## config.mk

```make
export PLATFORM = sky130hd
export DESIGN_NAME = segment_lcd_driver_control
export DESIGN_NICKNAME = d
export VERILOG_FILES = /design/src/inc/lcd_pkg.sv /design/src/logic/segment_lcd_driver_control.sv /design/src/logic/lcd_tick_counter.sv
export VERILOG_INCLUDE_DIRS = /design/src /design/src/inc
export SDC_FILE = /design/constraint.sdc
export NUM_CORES = 1
export LEC_CHECK = 0
export ABC_AREA = 1
export ABC_CLOCK_PERIOD_IN_PS = 12100
export BUFFER_PORTS_ARGS = -buffer_cell sky130_fd_sc_hd__buf_2
export CORE_MARGIN = 4
export CORE_UTILIZATION = 55
export DETAILED_ROUTE_END_ITERATION = 10
export GPL_TIMING_DRIVEN = 0
export HOLD_SLACK_MARGIN = 0.12
export PLACE_DENSITY = 0.86
export SLEW_MARGIN = 20
export SYNTH_ARGS = -nofsm -noshare
export SYNTH_HDL_FRONTEND = slang
export SYNTH_SLANG_ARGS = --single-unit
```

## constraint.sdc

```tcl
create_clock -name clk_sys -period 12.1 [get_ports clk_sys]
set_input_delay 0 -clock clk_sys [delete_from_list [all_inputs] [get_ports clk_sys]]
set_output_delay 0 -clock clk_sys [all_outputs]
set_load 0.02 [all_outputs]
```

## src/inc/lcd_map.svh

```systemverilog
`ifndef LCD_MAP_SVH
`define LCD_MAP_SVH

// ----------------------------------------
// Register indices (byte address = index * 4)
// ----------------------------------------
`define IDX_DISPLAY_CONTROL   4'h5
`define IDX_RAM_POINTER       4'h6
`define IDX_RAM_WINDOW        4'h7
`define IDX_CLOCK_CONTRAST    4'h8
`define IDX_COMMON_ENABLES    4'h9

// ----------------------------------------
// Field masks and reset values
// ----------------------------------------
`define POINTER_MASK          8'h1f
`define CLOCK_CONTRAST_MASK   8'h1f
`define RST_DISPLAY_CONTROL   8'h00
`define RST_RAM_POINTER       5'h00
`define RST_CLOCK_CONTRAST    8'h00
`define RST_COMMON_ENABLES    8'h00
`define RST_RAM_BYTE          8'h00
`define RAM_DEPTH             5'h17

// ----------------------------------------
// Common phase lengths in time-base ticks
// ----------------------------------------
`define PH_F0_STATIC 10'h200
`define PH_F0_THIRD  10'h0ac
`define PH_F0_QUART  10'h080
`define PH_F0_EIGHTH 10'h040
`define PH_F1_STATIC 10'h230
`define PH_F1_THIRD  10'h0bc
`define PH_F1_QUART  10'h08c
`define PH_F1_EIGHTH 10'h046
`define PH_F2_STATIC 10'h260
`define PH_F2_THIRD  10'h0cc
`define PH_F2_QUART  10'h098
`define PH_F2_EIGHTH 10'h04c
`define PH_F3_STATIC 10'h1d0
`define PH_F3_THIRD  10'h09c
`define PH_F3_QUART  10'h074
`define PH_F3_EIGHTH 10'h03a

// ----------------------------------------
// Drive clock division of the core clock
// ----------------------------------------
`define DIV_CODE0 10'h200
`define DIV_CODE1 10'h100
`define DIV_CODE2 10'h080
`define DIV_CODE3 10'h040

`endif

```

## src/inc/lcd_pkg.sv

```systemverilog
package lcd_pkg;

  // ----------------------------------------
  // Register layouts
  // ----------------------------------------
  typedef struct packed {
    logic       display_on;
    logic       drive_wave_type;
    logic [1:0] bias_select;
    logic [1:0] duty_select;
    logic [1:0] frame_rate_select;
  } display_control_t;

  typedef struct packed {
    logic [2:0] reserved;
    logic [1:0] drive_clock_divider;
    logic [2:0] contrast_level;
  } clock_contrast_t;

  // ----------------------------------------
  // Pin levels toward the glass
  // ----------------------------------------
  typedef logic [2:0] level_t;

  typedef struct packed {
    level_t [7:0]  common_level;
    level_t [22:0] segment_line;
    logic   [7:0]  common_drive_en;
    level_t        bias_steps;
    logic   [2:0]  contrast_level;
  } glass_drive_t;

  typedef enum logic [1:0] {
    ST_OFF  = 2'b01,
    ST_SCAN = 2'b10
  } scan_state_t;

endpackage : lcd_pkg

```

## src/logic/segment_lcd_driver_control.sv

```systemverilog
// What this block does
// - Display off holds every common and segment output at supply level.
// - Wave-type bit picks waveform A at 0, waveform B at 1.
// - Bias code 00 half, 01 third, upper bit set quarter bias.
// - Duty code picks static, 1/3, 1/4 or 1/8; sets commons scanned.
// - Frame code 00 phases last 512, 172, 128, 64 sub-clock cycles.
// - Frame code 01 phases last 560, 188, 140, 70 sub-clock cycles.
// - Frame code 10 phases last 608, 204, 152, 76 sub-clock cycles.
// - Frame code 11 phases last 464, 156, 116, 58 sub-clock cycles.
// - Pointer holds five address bits; upper three bits read zero.
// - Window register reads and writes the RAM byte the pointer selects.
// - Drive-clock code divides core clock by 2^9, 2^8, 2^7, 2^6.
// - Three-bit contrast code selects one of eight output voltage ranges.
// - Each common-enable bit set makes its pin a common driver.
//
// The implementer's own choice: the Avalon-MM slave port.
module segment_lcd_driver_control
  import lcd_pkg::*;
(
  input  wire logic        clk_sys,
  input  wire logic        rst,
  input  wire logic [5:0]  address,
  input  wire logic        read,
  input  wire logic        write,
  input  wire logic [31:0] writedata,
  input  wire logic [3:0]  byteenable,
  output logic      [31:0] readdata,
  output logic             waitrequest,
  input  wire logic        sub_clock,
  input  wire logic        sub_osc_running,
  output glass_drive_t     glass
);

`include "lcd_map.svh"

  // ----------------------------------------
  // Register bus
  // ----------------------------------------
  display_control_t ctrl_reg;
  display_control_t ctrl_next;
  logic [4:0]       ram_pointer_reg;
  logic [4:0]       ram_pointer_next;
  clock_contrast_t  vcr_reg;
  clock_contrast_t  vcr_next;
  logic [7:0]       common_line_enables_reg;
  logic [7:0]       common_line_enables_next;
  logic [7:0]       ram_reg [23];
  logic [7:0]       ram_next [23];
  logic             ack_reg;
  logic             ack_next;
  logic [31:0]      readdata_reg;
  logic [31:0]      readdata_next;
  logic             req;
  logic             accept;
  logic             wr_lane;
  logic [3:0]       reg_index;
  logic             ptr_valid;
  logic [7:0]       ram_window_byte;

  assign req         = read || write;
  assign waitrequest = req && !ack_reg;
  assign accept      = req && ack_reg;
  assign readdata    = readdata_reg;

  always_comb begin
    reg_index                = address[5:2];
    wr_lane                  = accept && write && byteenable[0];
    ptr_valid                = ram_pointer_reg < `RAM_DEPTH;
    ram_window_byte          = ptr_valid ? ram_reg[ram_pointer_reg] : 8'h00;
    ack_next                 = req && !ack_reg;
    readdata_next            = readdata_reg;
    ctrl_next                = ctrl_reg;
    ram_pointer_next         = ram_pointer_reg;
    vcr_next                 = vcr_reg;
    common_line_enables_next = common_line_enables_reg;
    ram_next                 = ram_reg;
    if (req && !ack_reg) begin
      readdata_next = 32'h0000_0000;
      if (address[1:0] == 2'b00) begin
        unique case (reg_index)
          `IDX_DISPLAY_CONTROL: readdata_next[7:0] = ctrl_reg;
          `IDX_RAM_POINTER:     readdata_next[7:0] = {3'b000, ram_pointer_reg};
          `IDX_RAM_WINDOW:      readdata_next[7:0] = ram_window_byte;
          `IDX_CLOCK_CONTRAST:  readdata_next[7:0] = vcr_reg & `CLOCK_CONTRAST_MASK;
          `IDX_COMMON_ENABLES:  readdata_next[7:0] = common_line_enables_reg;
          default:              readdata_next      = 32'h0000_0000;
        endcase
      end
    end
    if (wr_lane && address[1:0] == 2'b00) begin
      unique case (reg_index)
        `IDX_DISPLAY_CONTROL: ctrl_next = writedata[7:0];
        `IDX_RAM_POINTER:     ram_pointer_next = writedata[4:0];
        `IDX_RAM_WINDOW: begin
          if (ptr_valid) begin
            ram_next[ram_pointer_reg] = writedata[7:0];
          end
        end
        `IDX_CLOCK_CONTRAST:  vcr_next = writedata[7:0] & `CLOCK_CONTRAST_MASK;
        `IDX_COMMON_ENABLES:  common_line_enables_next = writedata[7:0];
        default: begin
        end
      endcase
    end
  end

  always_ff @(posedge clk_sys or posedge rst) begin
    if (rst) begin
      ack_reg                 <= 1'b0;
      readdata_reg            <= 32'h0000_0000;
      ctrl_reg                <= `RST_DISPLAY_CONTROL;
      ram_pointer_reg         <= `RST_RAM_POINTER;
      vcr_reg                 <= `RST_CLOCK_CONTRAST;
      common_line_enables_reg <= `RST_COMMON_ENABLES;
      for (int i = 0; i < 23; i++) begin
        ram_reg[i] <= `RST_RAM_BYTE;
      end
    end else begin
      ack_reg                 <= ack_next;
      readdata_reg            <= readdata_next;
      ctrl_reg                <= ctrl_next;
      ram_pointer_reg         <= ram_pointer_next;
      vcr_reg                 <= vcr_next;
      common_line_enables_reg <= common_line_enables_next;
      ram_reg                 <= ram_next;
    end
  end

  // ----------------------------------------
  // Time base
  // ----------------------------------------
  logic [9:0]  div_period;
  logic [9:0]  div_count;
  logic        drive_tick;
  logic [9:0]  phase_period;
  logic [9:0]  phase_count;
  logic        phase_wrap;
  logic        sub_prev_reg;
  logic        sub_prev_next;
  logic        time_tick;
  logic        scan_clear;

  always_comb begin
    unique case (vcr_reg.drive_clock_divider)
      2'b00: div_period = `DIV_CODE0;
      2'b01: div_period = `DIV_CODE1;
      2'b10: div_period = `DIV_CODE2;
      2'b11: div_period = `DIV_CODE3;
    endcase
    unique case ({ctrl_reg.frame_rate_select, ctrl_reg.duty_select})
      4'h0: phase_period = `PH_F0_STATIC;
      4'h1: phase_period = `PH_F0_THIRD;
      4'h2: phase_period = `PH_F0_QUART;
      4'h3: phase_period = `PH_F0_EIGHTH;
      4'h4: phase_period = `PH_F1_STATIC;
      4'h5: phase_period = `PH_F1_THIRD;
      4'h6: phase_period = `PH_F1_QUART;
      4'h7: phase_period = `PH_F1_EIGHTH;
      4'h8: phase_period = `PH_F2_STATIC;
      4'h9: phase_period = `PH_F2_THIRD;
      4'ha: phase_period = `PH_F2_QUART;
      4'hb: phase_period = `PH_F2_EIGHTH;
      4'hc: phase_period = `PH_F3_STATIC;
      4'hd: phase_period = `PH_F3_THIRD;
      4'he: phase_period = `PH_F3_QUART;
      4'hf: phase_period = `PH_F3_EIGHTH;
    endcase
    sub_prev_next = sub_clock;
    // Without a running sub-oscillator the divided core clock paces the scan
    time_tick = sub_osc_running ? (sub_clock && !sub_prev_reg) : drive_tick;
  end

  always_ff @(posedge clk_sys or posedge rst) begin
    if (rst) begin
      sub_prev_reg <= 1'b0;
    end else begin
      sub_prev_reg <= sub_prev_next;
    end
  end

  lcd_tick_counter u_drive_div (
    .clk_sys (clk_sys),
    .rst     (rst),
    .clear   (1'b0),
    .tick    (1'b1),
    .period  (div_period),
    .count   (div_count),
    .wrap    (drive_tick)
  );

  lcd_tick_counter u_phase (
    .clk_sys (clk_sys),
    .rst     (rst),
    .clear   (scan_clear),
    .tick    (time_tick),
    .period  (phase_period),
    .count   (phase_count),
    .wrap    (phase_wrap)
  );

  // ----------------------------------------
  // Common scan
  // ----------------------------------------
  scan_state_t state_reg;
  scan_state_t state_next;
  logic [2:0]  phase_reg;
  logic [2:0]  phase_next;
  logic        frame_pol_reg;
  logic        frame_pol_next;
  logic [2:0]  last_phase;

  always_comb begin
    unique case (ctrl_reg.duty_select)
      2'b00: last_phase = 3'h0;
      2'b01: last_phase = 3'h2;
      2'b10: last_phase = 3'h3;
      2'b11: last_phase = 3'h7;
    endcase
    scan_clear     = state_reg == ST_OFF;
    state_next     = ctrl_reg.display_on ? ST_SCAN : ST_OFF;
    phase_next     = phase_reg;
    frame_pol_next = frame_pol_reg;
    unique case (state_reg)
      ST_OFF: begin
        phase_next     = 3'h0;
        frame_pol_next = 1'b0;
      end
      ST_SCAN: begin
        if (phase_reg > last_phase) begin
          phase_next = 3'h0;
        end else if (phase_wrap) begin
          if (phase_reg == last_phase) begin
            phase_next     = 3'h0;
            frame_pol_next = !frame_pol_reg;
          end else begin
            phase_next = phase_reg + 3'h1;
          end
        end
      end
    endcase
  end

  always_ff @(posedge clk_sys or posedge rst) begin
    if (rst) begin
      state_reg     <= ST_OFF;
      phase_reg     <= 3'h0;
      frame_pol_reg <= 1'b0;
    end else begin
      state_reg     <= state_next;
      phase_reg     <= phase_next;
      frame_pol_reg <= frame_pol_next;
    end
  end

  // ----------------------------------------
  // Pin levels
  // ----------------------------------------
  glass_drive_t glass_reg;
  glass_drive_t glass_next;
  level_t       steps;
  logic         pol;

  always_comb begin
    steps = ctrl_reg.bias_select[1] ? 3'h4 : (ctrl_reg.bias_select[0] ? 3'h3 : 3'h2);
    pol   = ctrl_reg.drive_wave_type ? frame_pol_reg
                                     : (phase_count >= {1'b0, phase_period[9:1]});
    glass_next                 = glass_reg;
    glass_next.bias_steps      = steps;
    glass_next.contrast_level  = vcr_reg.contrast_level;
    glass_next.common_drive_en = common_line_enables_reg;
    for (int c = 0; c < 8; c++) begin
      if (state_reg != ST_SCAN) begin
        glass_next.common_level[c] = steps;
      end else if (c == int'(phase_reg)) begin
        glass_next.common_level[c] = pol ? steps : 3'h0;
      end else begin
        glass_next.common_level[c] = pol ? 3'h1 : steps - 3'h1;
      end
    end
    for (int s = 0; s < 23; s++) begin
      if (state_reg != ST_SCAN) begin
        glass_next.segment_line[s] = steps;
      end else if (ram_reg[s][phase_reg]) begin
        glass_next.segment_line[s] = pol ? 3'h0 : steps;
      end else begin
        glass_next.segment_line[s] = pol ? steps - 3'h1 : 3'h1;
      end
    end
  end

  always_ff @(posedge clk_sys or posedge rst) begin
    if (rst) begin
      glass_reg <= '0;
    end else begin
      glass_reg <= glass_next;
    end
  end

  assign glass = glass_reg;
endmodule : segment_lcd_driver_control

```

## src/logic/lcd_tick_counter.sv

```systemverilog
module lcd_tick_counter (
  input  wire logic       clk_sys,
  input  wire logic       rst,
  input  wire logic       clear,
  input  wire logic       tick,
  input  wire logic [9:0] period,
  output logic      [9:0] count,
  output logic            wrap
);

  logic [9:0] count_reg;
  logic [9:0] count_next;

  // ----------------------------------------
  // Count ticks, wrap after period ticks
  // ----------------------------------------
  always_comb begin
    wrap       = tick && !clear && (count_reg >= period - 10'h001);
    count_next = count_reg;
    if (clear || wrap) begin
      count_next = 10'h000;
    end else if (tick) begin
      count_next = count_reg + 10'h001;
    end
  end

  always_ff @(posedge clk_sys or posedge rst) begin
    if (rst) begin
      count_reg <= 10'h000;
    end else begin
      count_reg <= count_next;
    end
  end

  assign count = count_reg;

endmodule : lcd_tick_counter

```

==> impl_metrics.csv, run 1 <==
group,metric,value,unit
cts,cts.reportedPaths.clkPinSlew,0.06,ns
timing,rsz0062_at_grt,"no",
timing,relSlewSlack,34.5,%
routing,first_pass_iters,10,
power,power_density,131,nW/um^2
worst_setup_path,crit_type,"reg -> reg",
cts,ctsLongestPathBuffers,3,
placed_design,dp_hpwl,46300,um
power,sequentialPowerShare,44.8,%
floorplan,start_util,56.0,%
cts,cts-root-buf,"clkbuf_16",
synthesis,synth_area_leader_cell,"dfrtp_1",
synthesis,synth_area_leaders,"dfrtp_1, nand2_1, o21ai_0",
final_layout,fill_cells,2663,
hold_path,min_path_type,"in -> reg",
routing,drc,0,
routing,vias,17600,
final_layout,layout.nets,2534,
routing,wire_per_inst,22.6,um
global_route,grt_pass1_wl,98800,um
synthesis,synth_top_flop_cell,"dfrtp_1",
synthesis,synth_top_area_share,49.6,%
power,combPwrFrac,9.3,%
worst_setup_path,r2r-end,"u_phase.count[1]",
synthesis,netlist_instances,2225,
routing,wl,65000,um
synthesis,yosys_warnings,0,
timing,whs,0.146,ns
floorplan,coreArea,31700,um^2
synthesis,avgSynthCellArea,7.98,um^2
global_route,antenna_found_initial,0,
hold_path,hold_path_startpoint,"byteenable[0]",
floorplan,rows,65,
timing,fin_crit_sh,33.4,%
timing,worst_slew_pin_slew,0.982,ns
synthesis,async_reset_ff_share,100,%
power,switching_share,25.1,%
global_route,gr-total-overflow,0,
hold_path,holdPathEnd,"vcr_reg[3]",
synthesis,yosys.cell_types.count,48,
placed_design,port-buffer-count,136,
worst_setup_path,timing.rr.start,"ctrl_reg[3]",
routing,drtIter0Drc,2329,
power,clockPowerShare,46.0,%
power,internal-power,0.00204,W
worst_setup_path,endpoint_kind,"flip-flop",
worst_setup_path,r2r_cells,22,
synthesis,syn-cell-area,17800,um^2
run_status,outcome,"finished, final reports clean",
final_layout,most-common-layout-cells,"nand2_1, dfrtp_1, o21ai_0",
final_layout,area_growth,16.6,%
timing,finalSetupTns,0,ns
cts,tritoncts,"done",
worst_setup_path,crit_fanout,9,
power,irDropWorstVdd,0.000115,V
global_route,grt_pass1_vias,16900,
worst_setup_path,rrSetupSlack,8.06,ns
floorplan,die_w,188,um
timing,period_minus_slack,4.04,ns
synthesis,ys_seq_elements,353,
hold_path,hold_depth,5,
cts,cts.sinks,353,
timing,setup_viol,0,
global_route,grt_use_total,35.9,%
job,drv_cap,0,
floorplan,die_y,188,um
timing,hold_viol,0,
cts,cts_made_buffers,38,
timing,skew,0.0185,ns
cts,cts_max_level,2,
cts,clock_latency,0.54,ns
timing,fmax,248,MHz
global_route,grt_max_degree,110,
floorplan,ios,188,
routing,ant_nets,0,
power,power.static_leakage,10.0,nW
final_layout,largest_reg_flops,184,
worst_setup_path,required,12.48,ns
placed_design,gp_congestion,1.08,
worst_setup_path,cp.arrival,4.42,ns
power,power_switching,0.000681,W
final_layout,drive_above_1_share,12.3,%
routing,viasPerCell,6.11,
cts,cts_resized,0,
final_layout,n_antenna_cell,0,
worst_setup_path,worstSetupStartpointType,"flip-flop",
timing,slew_viol_final,0,
synthesis,synth_enable_flop_cells,0,
synthesis,synth-seq-area-share,49.7,%
final_layout,final_common_cell,"nand2_1",
floorplan,dieArea,35200,um^2
-- layout make-up --
| cell class | count | area, um^2 | share of cell area (%) |
|---|---|---|---|
| multi-input combinational | 1578 | 7680 | 37.1 |
| tap | 402 | 503 | 2.43 |
| inverter | 156 | 596 | 2.88 |
| timing repair buffer | 161 | 983 | 4.75 |
| buffer | 161 | 742 | 3.58 |
| clock inverter | 11 | 166 | 0.804 |
| clock buffer | 59 | 1190 | 5.77 |
| sequential | 353 | 8830 | 42.7 |
-- critical path: stages, from the launching register on --
cell and delay, ns:
dfrtp_1 0.45, inv_1 0.27, ha_1 0.32, nand2_1 0.11, o21ai_0 0.09, nor2_1 0.09, a31oi_1 0.06, inv_1 0.11
ha_1 0.20, nand4_1 0.16, a21oi_1 0.25, nand2_1 0.11, xnor2_1 0.15, ha_1 0.32, nand2_1 0.07, nor2_1 0.15
nand3b_1 0.09, o2111ai_1 0.13, nand3_1 0.21, nand2_1 0.21, inv_1 0.16, nand3_1 0.09, o21ai_0 0.10
-- power by group through the flow --
stage / Clock, W / Sequential, W / Combinational (W)
6_report: 0.00125 / 0.00122 / 0.000252
3_5_place_dp: 0 / 0.00124 / 0.000240
4_1_cts: 0.00126 / 0.00122 / 0.000247
3_3_place_gp: 0 / 0.00124 / 0.000231
5_1_grt: 0.00131 / 0.00122 / 0.000270
2_1_floorplan: 0 / 0.00126 / 0.000131
-- per-stage QoR --
stage                     setup WS [ns]  instance area, um^2  util, %  total power [W]  instances
after floorplan                    2.31                17800        -          0.00139       2248
after global placement           -0.836                19000     60.0          0.00147       2786
after detailed placement           8.14                19100     60.3          0.00148       2789
after CTS                          8.09                20700     65.3          0.00272       2881
after global routing               7.59                20700     65.3          0.00280       2881
final                              8.06                20700     65.3          0.00272       2881
-- per-layer routing --
layer | wire [um] | vias up | global-route usage, %
li1 | - | 7832 | -
met1 | 25200 | 8328 | 48.1
met2 | 29500 | 1209 | 57.5
met3 | 7050 | 245 | 7.11
met4 | 3240 | 0 | 15.4
met5 | 0 | - | 0
-- how the worst max path moves through the flow --
stage	slack (ns)	to	startpoint	depth (start not counted)
after detailed placement	8.14	u_phase.count[1]	ctrl_reg[3]	22
after global placement	-0.84	ram_reg[72]	rst	2
final	8.06	u_phase.count[1]	ctrl_reg[3]	22
after global routing	7.59	u_phase.count[1]	ctrl_reg[3]	22
after floorplan	2.31	ack_reg	rst	1
after CTS	8.09	u_phase.count[1]	ctrl_reg[3]	22
-- kinds of logic after synthesis --
kind of cell / after synthesis / share of synthesized area, %
xor+xnor: 10 / 0.493
simple gates: 1032 / 24.6
buf+inv: 317 / 7.49
flops: 353 / 49.7
compound gates: 475 / 15.0
other cells: 1 / 0.0211
fa+ha+maj: 37 / 2.61
-- Yosys cell counts, types with 2 or more instances --
library cell  instances
o22ai_1              24
a32o_1                5
clkbuf_1            102
nand4_1              32
a21oi_1              73
o21ai_2              20
o31ai_1               2
nand2_2               2
nor4_1                4
a221oi_1              4
o21ai_1              25
nor2_4                2
o21ai_0             271
nand2_1             629
o21a_1                6
a22oi_1              33
dfrtp_1             352
nor3_1               20
nand3b_1              2
xor2_1                8
buf_6                 2
ha_1                 37
nor2_2                5
inv_2                26
inv_1               124
buf_1                17
nor2_1               75
nor3b_1               3
a22o_1                4
nand3_1             255
xnor2_1               2
buf_2                11
clkinv_1              5
buf_4                29
-- repair_timing --
item                                    4_1_cts  5_1_grt
buffers inserted                              0        0
endpoints found under the hold margin       311        0
endpoints found under the setup margin        0        0
hold buffers                                 22        0
No activity file was read; power rests on OpenSTA's default activity.
==> run 2, diff against run 1 <==
--- a/config.mk
+++ b/config.mk
@@ -6,8 +6,8 @@
 export SDC_FILE = /design/constraint.sdc
 export NUM_CORES = 1
 export LEC_CHECK = 0
-export ABC_AREA = 1
-export ABC_CLOCK_PERIOD_IN_PS = 12100
+export ABC_AREA = 0
+export ABC_CLOCK_PERIOD_IN_PS = 3740
 export BUFFER_PORTS_ARGS = -buffer_cell sky130_fd_sc_hd__buf_2
 export CORE_MARGIN = 4
 export CORE_UTILIZATION = 55
==> constraint.sdc (replaced) <==
create_clock -name clk_sys -period 3.74 [get_ports clk_sys]
set_input_delay 0 -clock clk_sys [delete_from_list [all_inputs] [get_ports clk_sys]]
set_output_delay 0 -clock clk_sys [all_outputs]
set_load 0.02 [all_outputs]
==> run 2 against run 1 <==
Global-route usage shrank 7.5 points. First-iteration DRC count fell by 41%. Wire length shrank 20%. Critical endpoint is now phase_reg[1]. Largest cell class unchanged.
==> impl_metrics.csv, run 2 <==
group,metric,value,unit
run_status,outcome,"finished, final reports clean",
global_route,grt_pass1_vias,13800,
final_layout,n_antenna_cell,0,
worst_setup_path,endpoint_kind,"flip-flop",
timing,fin_crit_sh,93.4,%
cts,tritoncts,"done",
routing,drc,0,
power,sequentialPowerShare,46.0,%
global_route,grt_max_degree,39,
cts,cts.sinks,353,
worst_setup_path,worstSetupStartpointType,"flip-flop",
floorplan,coreArea,32600,um^2
cts,cts-root-buf,"clkbuf_16",
final_layout,final_common_cell,"dfrtp_1",
synthesis,syn-cell-area,18200,um^2
final_layout,layout.nets,1755,
placed_design,dp.cells,2052,
floorplan,start_util,55.9,%
synthesis,synth_top_area_share,48.3,%
worst_setup_path,cp.arrival,3.94,ns
floorplan,die_y,190,um
power,combPwrFrac,9.8,%
synthesis,async_reset_ff_share,100,%
worst_setup_path,r2r_cells,15,
timing,skew,0.0281,ns
timing,setup_viol,0,
power,power.static_leakage,10.0,nW
timing,worst_slew_pin_slew,0.988,ns
global_route,antenna_found_initial,0,
routing,wl,51700,um
synthesis,synth_enable_flop_cells,0,
timing,finalSetupTns,0,ns
synthesis,synth_area_leaders,"dfrtp_1, mux2_2, mux4_2",
job,drv_cap,0,
final_layout,area_growth,16.7,%
power,clockPowerShare,44.3,%
worst_setup_path,slowest_stage,"dfrtp_2",
routing,viasPerCell,6.39,
cts,cts_made_buffers,36,
power,internal-power,0.00646,W
worst_setup_path,crit_path_cell_trace,"inv_2 -> ha_1 -> nor2b_4 -> or3_4 -> o21ai_0 -> nand2_1 -> nor3b_1 -> xnor2_1 -> ha_1 -> a211o_1 -> a21oi_1 -> o311a_1 -> nor3_2 -> a21o_1 -> o32ai_2",
worst_setup_path,crit_fanout,6,
power,power_switching,0.00213,W
power,irDropWorstVdd,0.000258,V
timing,relSlewSlack,34.2,%
routing,wire_per_inst,24.2,um
placed_design,gp_congestion,0.973,
placed_design,port-buffer-count,136,
worst_setup_path,cpMostUsedCell,"ha_1",
final_layout,drive_above_1_share,37.9,%
global_route,gr-total-overflow,0,
worst_setup_path,path_buf_inv,1,
worst_setup_path,max_stage_delay,0.42,ns
routing,drtIter0Drc,1372,
floorplan,ios,188,
timing,fmax,286,MHz
synthesis,ys_seq_elements,353,
hold_path,hold_depth,4,
global_route,grt_pass1_wl,79800,um
final_layout,largest_reg_flops,184,
power,power_density,403,nW/um^2
final_layout,final_util,65.3,%
synthesis,avgSynthCellArea,12.7,um^2
cts,ctsLongestPathBuffers,3,
timing,rsz0062_at_grt,"no",
floorplan,dieArea,36100,um^2
hold_path,min_path_type,"in -> reg",
floorplan,rows,66,
placed_design,dp_hpwl,37100,um
cts,cts_max_level,2,
worst_setup_path,crit_type,"reg -> reg",
synthesis,synth_top_flop_cell,"dfrtp_1",
worst_setup_path,path_delay_family,"compound AO/OA/AOI/OAI gates",
floorplan,die_w,190,um
synthesis,yosys.cell_types.count,80,
final_layout,final_cell_count_no_fill,2135,
routing,first_pass_iters,5,
routing,vias,13600,
final_layout,most-common-layout-cells,"dfrtp_1, mux2_2, buf_2",
timing,period_minus_slack,3.49,ns
synthesis,synth_area_leader_cell,"dfrtp_1",
worst_setup_path,worst-path-stages,15,
power,total_power,0.00858,W
routing,ant_nets,0,
synthesis,yosys_warnings,0,
synthesis,yosys-top-cells-count,"dfrtp_1, mux2_2, nand2_1",
worst_setup_path,required,4.18,ns
timing,slew_viol_final,0,
synthesis,netlist_instances,1440,
cts,cts.reportedPaths.clkPinSlew,0.07,ns
power,switching_share,24.8,%
global_route,grt_use_total,28.4,%
synthesis,synth-seq-area-share,48.4,%
synthesis,synth.most_common_cell,"dfrtp_1",
cts,clock_latency,0.54,ns
timing,hold_viol,0,
[run 2: cell types whose count changed after synthesis, sizes merged, moves of 34 or more]
cell | before | now
clkbuf | 102 | 54
inv | 151 | 20
mux2 | 0 | 210
mux4 | 0 | 86
nand2 | 632 | 124
nand3 | 256 | 45
o21ai | 316 | 46
or3 | 0 | 34
[run 2: routing by layer]
metal  vias to the layer above  global-route usage (%)  share of wire [%]
li1                       5758                       -                  -
met1                      6898                    36.4                 38
met2                       825                    47.2                 48
met3                       163                    7.01                9.9
met4                         0                    10.9                4.5
met5                         -                       0                  0
[run 2: area by class of cell]
type,instances,area [um^2]
multi-input combinational,965,8780
tap,442,553
clock buffer,47,1010
sequential,353,8840
inverter,22,86.3
clock inverter,14,226
timing repair buffer,170,1130
fill,2320,11300
buffer,122,663
[run 2: cell families after synthesis]
kind of cell | synth area share, %
simple gates | 10.1
fa+ha+maj | 2.54
buf+inv | 4.11
mux | 24.4
flops | 48.4
xor+xnor | 1.25
other cells | 0.0206
compound gates | 9.15
[run 2: path summary, 6_finish.rpt]
| path | from | to | slack [ns] |
|---|---|---|---|
| max in group asynchronous | rst | glass[21] | 1.94 |
| max reg2reg | ctrl_reg[2] | phase_reg[1] | 0.25 |
| max | ctrl_reg[2] | phase_reg[1] | 0.25 |
| min in group asynchronous | rst | sub_prev_reg | 0.60 |
| min reg2reg | ctrl_reg[5] | glass[5] | 0.37 |
| min | address[4] | readdata[7] | 0.16 |
[run 2: worst register-to-register path, cell delays in order, from the launching register on]
cell,delay (ns)
dfrtp_2,0.42
inv_2,0.12
ha_1,0.32
nor2b_4,0.07
or3_4,0.38
o21ai_0,0.08
nand2_1,0.11
nor3b_1,0.35
xnor2_1,0.11
ha_1,0.19
a211o_1,0.25
a21oi_1,0.21
o311a_1,0.27
nor3_2,0.09
a21o_1,0.21
o32ai_2,0.24
[run 2: power by group through the flow]
stage / Sequential, W / Clock [W] / Combinational [W]
5_1_grt: 0.00395 / 0.00397 / 0.000902
2_1_floorplan: 0.00410 / 0 / 0.000441
3_5_place_dp: 0.00402 / 0 / 0.000800
6_report: 0.00395 / 0.00380 / 0.000838
3_3_place_gp: 0.00402 / 0 / 0.000753
4_1_cts: 0.00395 / 0.00383 / 0.000829
[run 2: per-stage QoR]
stage	area, um^2	hold slack (ns)	worst slack, ns
3_3_place_gp	19600	0.130	-2.63
5_1_grt	21300	0.192	0.0255
3_5_place_dp	19800	0.0239	-0.292
6_report	21300	0.164	0.245
4_1_cts	21300	0.125	0.0549
2_1_floorplan	18300	0.0314	-0.988
[run 2: repair_timing]
item / in CTS / in global routing
gates resized for setup: 4 / 7
setup buffers: 4 / 0
endpoints found under the hold margin: 249 / 0
pin swaps: 0 / 1
cloned: 0 / 0
setup endpoints to repair: 12 / 12
hold buffers: 19 / 0
==> run 3, diff against run 2 <==
==> constraint.sdc (replaced) <==
create_clock -name clk_sys -period 3.74 [get_ports clk_sys]
set_input_delay 0.561 -clock clk_sys [delete_from_list [all_inputs] [get_ports clk_sys]]
set_output_delay 0.561 -clock clk_sys [all_outputs]
set_load 0.02 [all_outputs]
==> run 3 against run 2 <==
Critical path depth down 1. Count of clock-buffer cells in the layout stayed put. Register-to-register slack got worse by 0.02 ns. Sequential share of layout area is 0.35 points higher. Critical endpoint unchanged. Maximum frequency shrank 0.58%. Clock power about the same. Worst setup slack got worse by 0.020 ns. Highest routed layer is now met5.
==> impl_metrics.csv, run 3 (synthesized netlist as in run 2, its figures left out) <==
group,metric,value,unit
worst_setup_path,worstSetupStartpointType,"flip-flop",
routing,vias,13500,
routing,viasPerCell,6.37,
worst_setup_path,required,4.18,ns
final_layout,drive_above_1_share,38.3,%
final_layout,ff_latch_area,8840,um^2
final_layout,final_cell_count_no_fill,2117,
final_layout,largest_reg_flops,184,
cts,tritoncts,"done",
global_route,gr-total-overflow,0,
placed_design,pre_cts_slack,-0.292,ns
worst_setup_path,cp.arrival,3.96,ns
timing,skew,0.0294,ns
floorplan,die_y,190,um
cts,clock_latency,0.54,ns
cts,cts.sinks,353,
cts,cts_made_buffers,36,
final_layout,final_common_cell,"dfrtp_1",
final_layout,layout.nets,1737,
global_route,antenna_found_initial,1,
timing,setup_viol,0,
global_route,grt_util_met2,46.7,%
routing,first_pass_iters,7,
cts,cts.reportedPaths.clkPinSlew,0.07,ns
floorplan,start_util,55.9,%
floorplan,dieArea,36100,um^2
cts,ctsLongestPathBuffers,3,
power,irDropWorstVdd,0.000257,V
global_route,grt_pass1_wl,79300,um
floorplan,coreArea,32600,um^2
power,power_density,406,nW/um^2
cts,cts_max_level,2,
timing,fmax,284,MHz
worst_setup_path,crit_fanout,6,
placed_design,dp.cells,2052,
routing,drtIter0Drc,1418,
placed_design,placed_cell_area,19800,um^2
floorplan,ios,188,
global_route,use_met1,36.2,%
timing,finalSetupTns,0,ns
power,power.static_leakage,9.94,nW
global_route,grt_max_degree,39,
placed_design,gp_congestion,0.973,
routing,wl,51300,um
timing,setup_slack,0.225,ns
placed_design,dp_hpwl,37100,um
worst_setup_path,endpoint_kind,"flip-flop",
global_route,grt_use_total,28.2,%
routing,wire_per_inst,24.2,um
timing,relSlewSlack,34.0,%
hold_path,min_path_type,"in -> reg",
routing,drc,0,
floorplan,die_w,190,um
job,drv_cap,0,
timing,hold_viol,0,
placed_design,port-buffer-count,136,
timing,slew_viol_final,0,
final_layout,most-common-layout-cells,"dfrtp_1, mux2_2, buf_2",
timing,fin_crit_sh,94.0,%
final_layout,fill_cells,2340,
floorplan,rows,66,
timing,period_minus_slack,3.52,ns
run_status,outcome,"finished, final reports clean",
final_layout,multiInputGateArea,8780,um^2
worst_setup_path,crit_type,"reg -> reg",
timing,rsz0062_at_grt,"no",
final_layout,n_antenna_cell,0,
timing,worst_slew_pin_slew,0.991,ns
global_route,busiest_layer,"met2",
global_route,grtUsageMet3,7.03,%
routing,ant_nets,0,
final_layout,area_growth,15.7,%
cts,cts-root-buf,"clkbuf_16",
global_route,grt_pass1_vias,13700,
final_layout,fin_area,21100,um^2
==> run 3: power breakdown <==
group / internal [W] / switching (W) / total [W]
Combinational: 0.000273 / 0.000547 / 0.000820
Clock: 0.00226 / 0.00153 / 0.00380
Sequential: 0.00391 / 0.0000408 / 0.00395
Total: 0.00644 / 0.00212 / 0.00856
==> run 3: routing by layer <==
metal | routed length, um | share of wire, %
met5 | 14 | 0.027
met4 | 2180 | 4.2
met3 | 5140 | 10
met2 | 24700 | 48
met1 | 19400 | 38
==> run 3: metrics by stage <==
step	total power, W	hold WS [ns]	util, %
after floorplan	0.00454	0.349	-
after global placement	0.00477	0.353	60.0
after detailed placement	0.00482	0.356	60.7
after CTS	0.00858	0.145	64.6
after global routing	0.00880	0.154	64.7
final	0.00856	0.153	64.7
==> run 3: what timing repair did <==
item                                   in CTS  in global routing
hold buffers                                1                  0
endpoints found under the hold margin      11                  0
pin swaps                                   0                  1
setup endpoints to repair                  12                 12
gates resized for setup                     4                  7
buffers inserted                            4                  0
cloned                                      0                  0
==> run 3: layout make-up <==
type                    instances  share of cell area [%]
plain buffers                 122                    3.14
clock buffers                  47                    4.80
clock inverters                14                    1.07
inverters                      22                   0.409
multi-input cells             965                    41.6
flip-flops and latches        353                    41.9
well taps                     442                    2.62
repair buffers                152                    4.49
==> run 3: final timing paths <==
check	from	to	slack (ns)	cells after the start
max reg2reg	ctrl_reg[2]	phase_reg[1]	0.22	14
max	ctrl_reg[2]	phase_reg[1]	0.22	14
min in group asynchronous	rst	sub_prev_reg	0.58	3
min reg2reg	ctrl_reg[5]	glass[5]	0.37	0
max in group asynchronous	rst	glass[21]	1.96	7
min	sub_clock	sub_prev_reg	0.15	1
==> run 3: worst max-delay path, cell delays in order, from the launching register on <==
cell and delay (ns):
dfrtp_2 0.42, inv_2 0.11, ha_1 0.29, o221ai_2 0.25, ha_1 0.22, and3b_1 0.23, o211ai_1 0.13, xnor2_1 0.16
ha_1 0.30, a211o_1 0.29, a21oi_1 0.23, o311a_1 0.27, nor3_2 0.09, a21o_1 0.21, o32ai_2 0.24
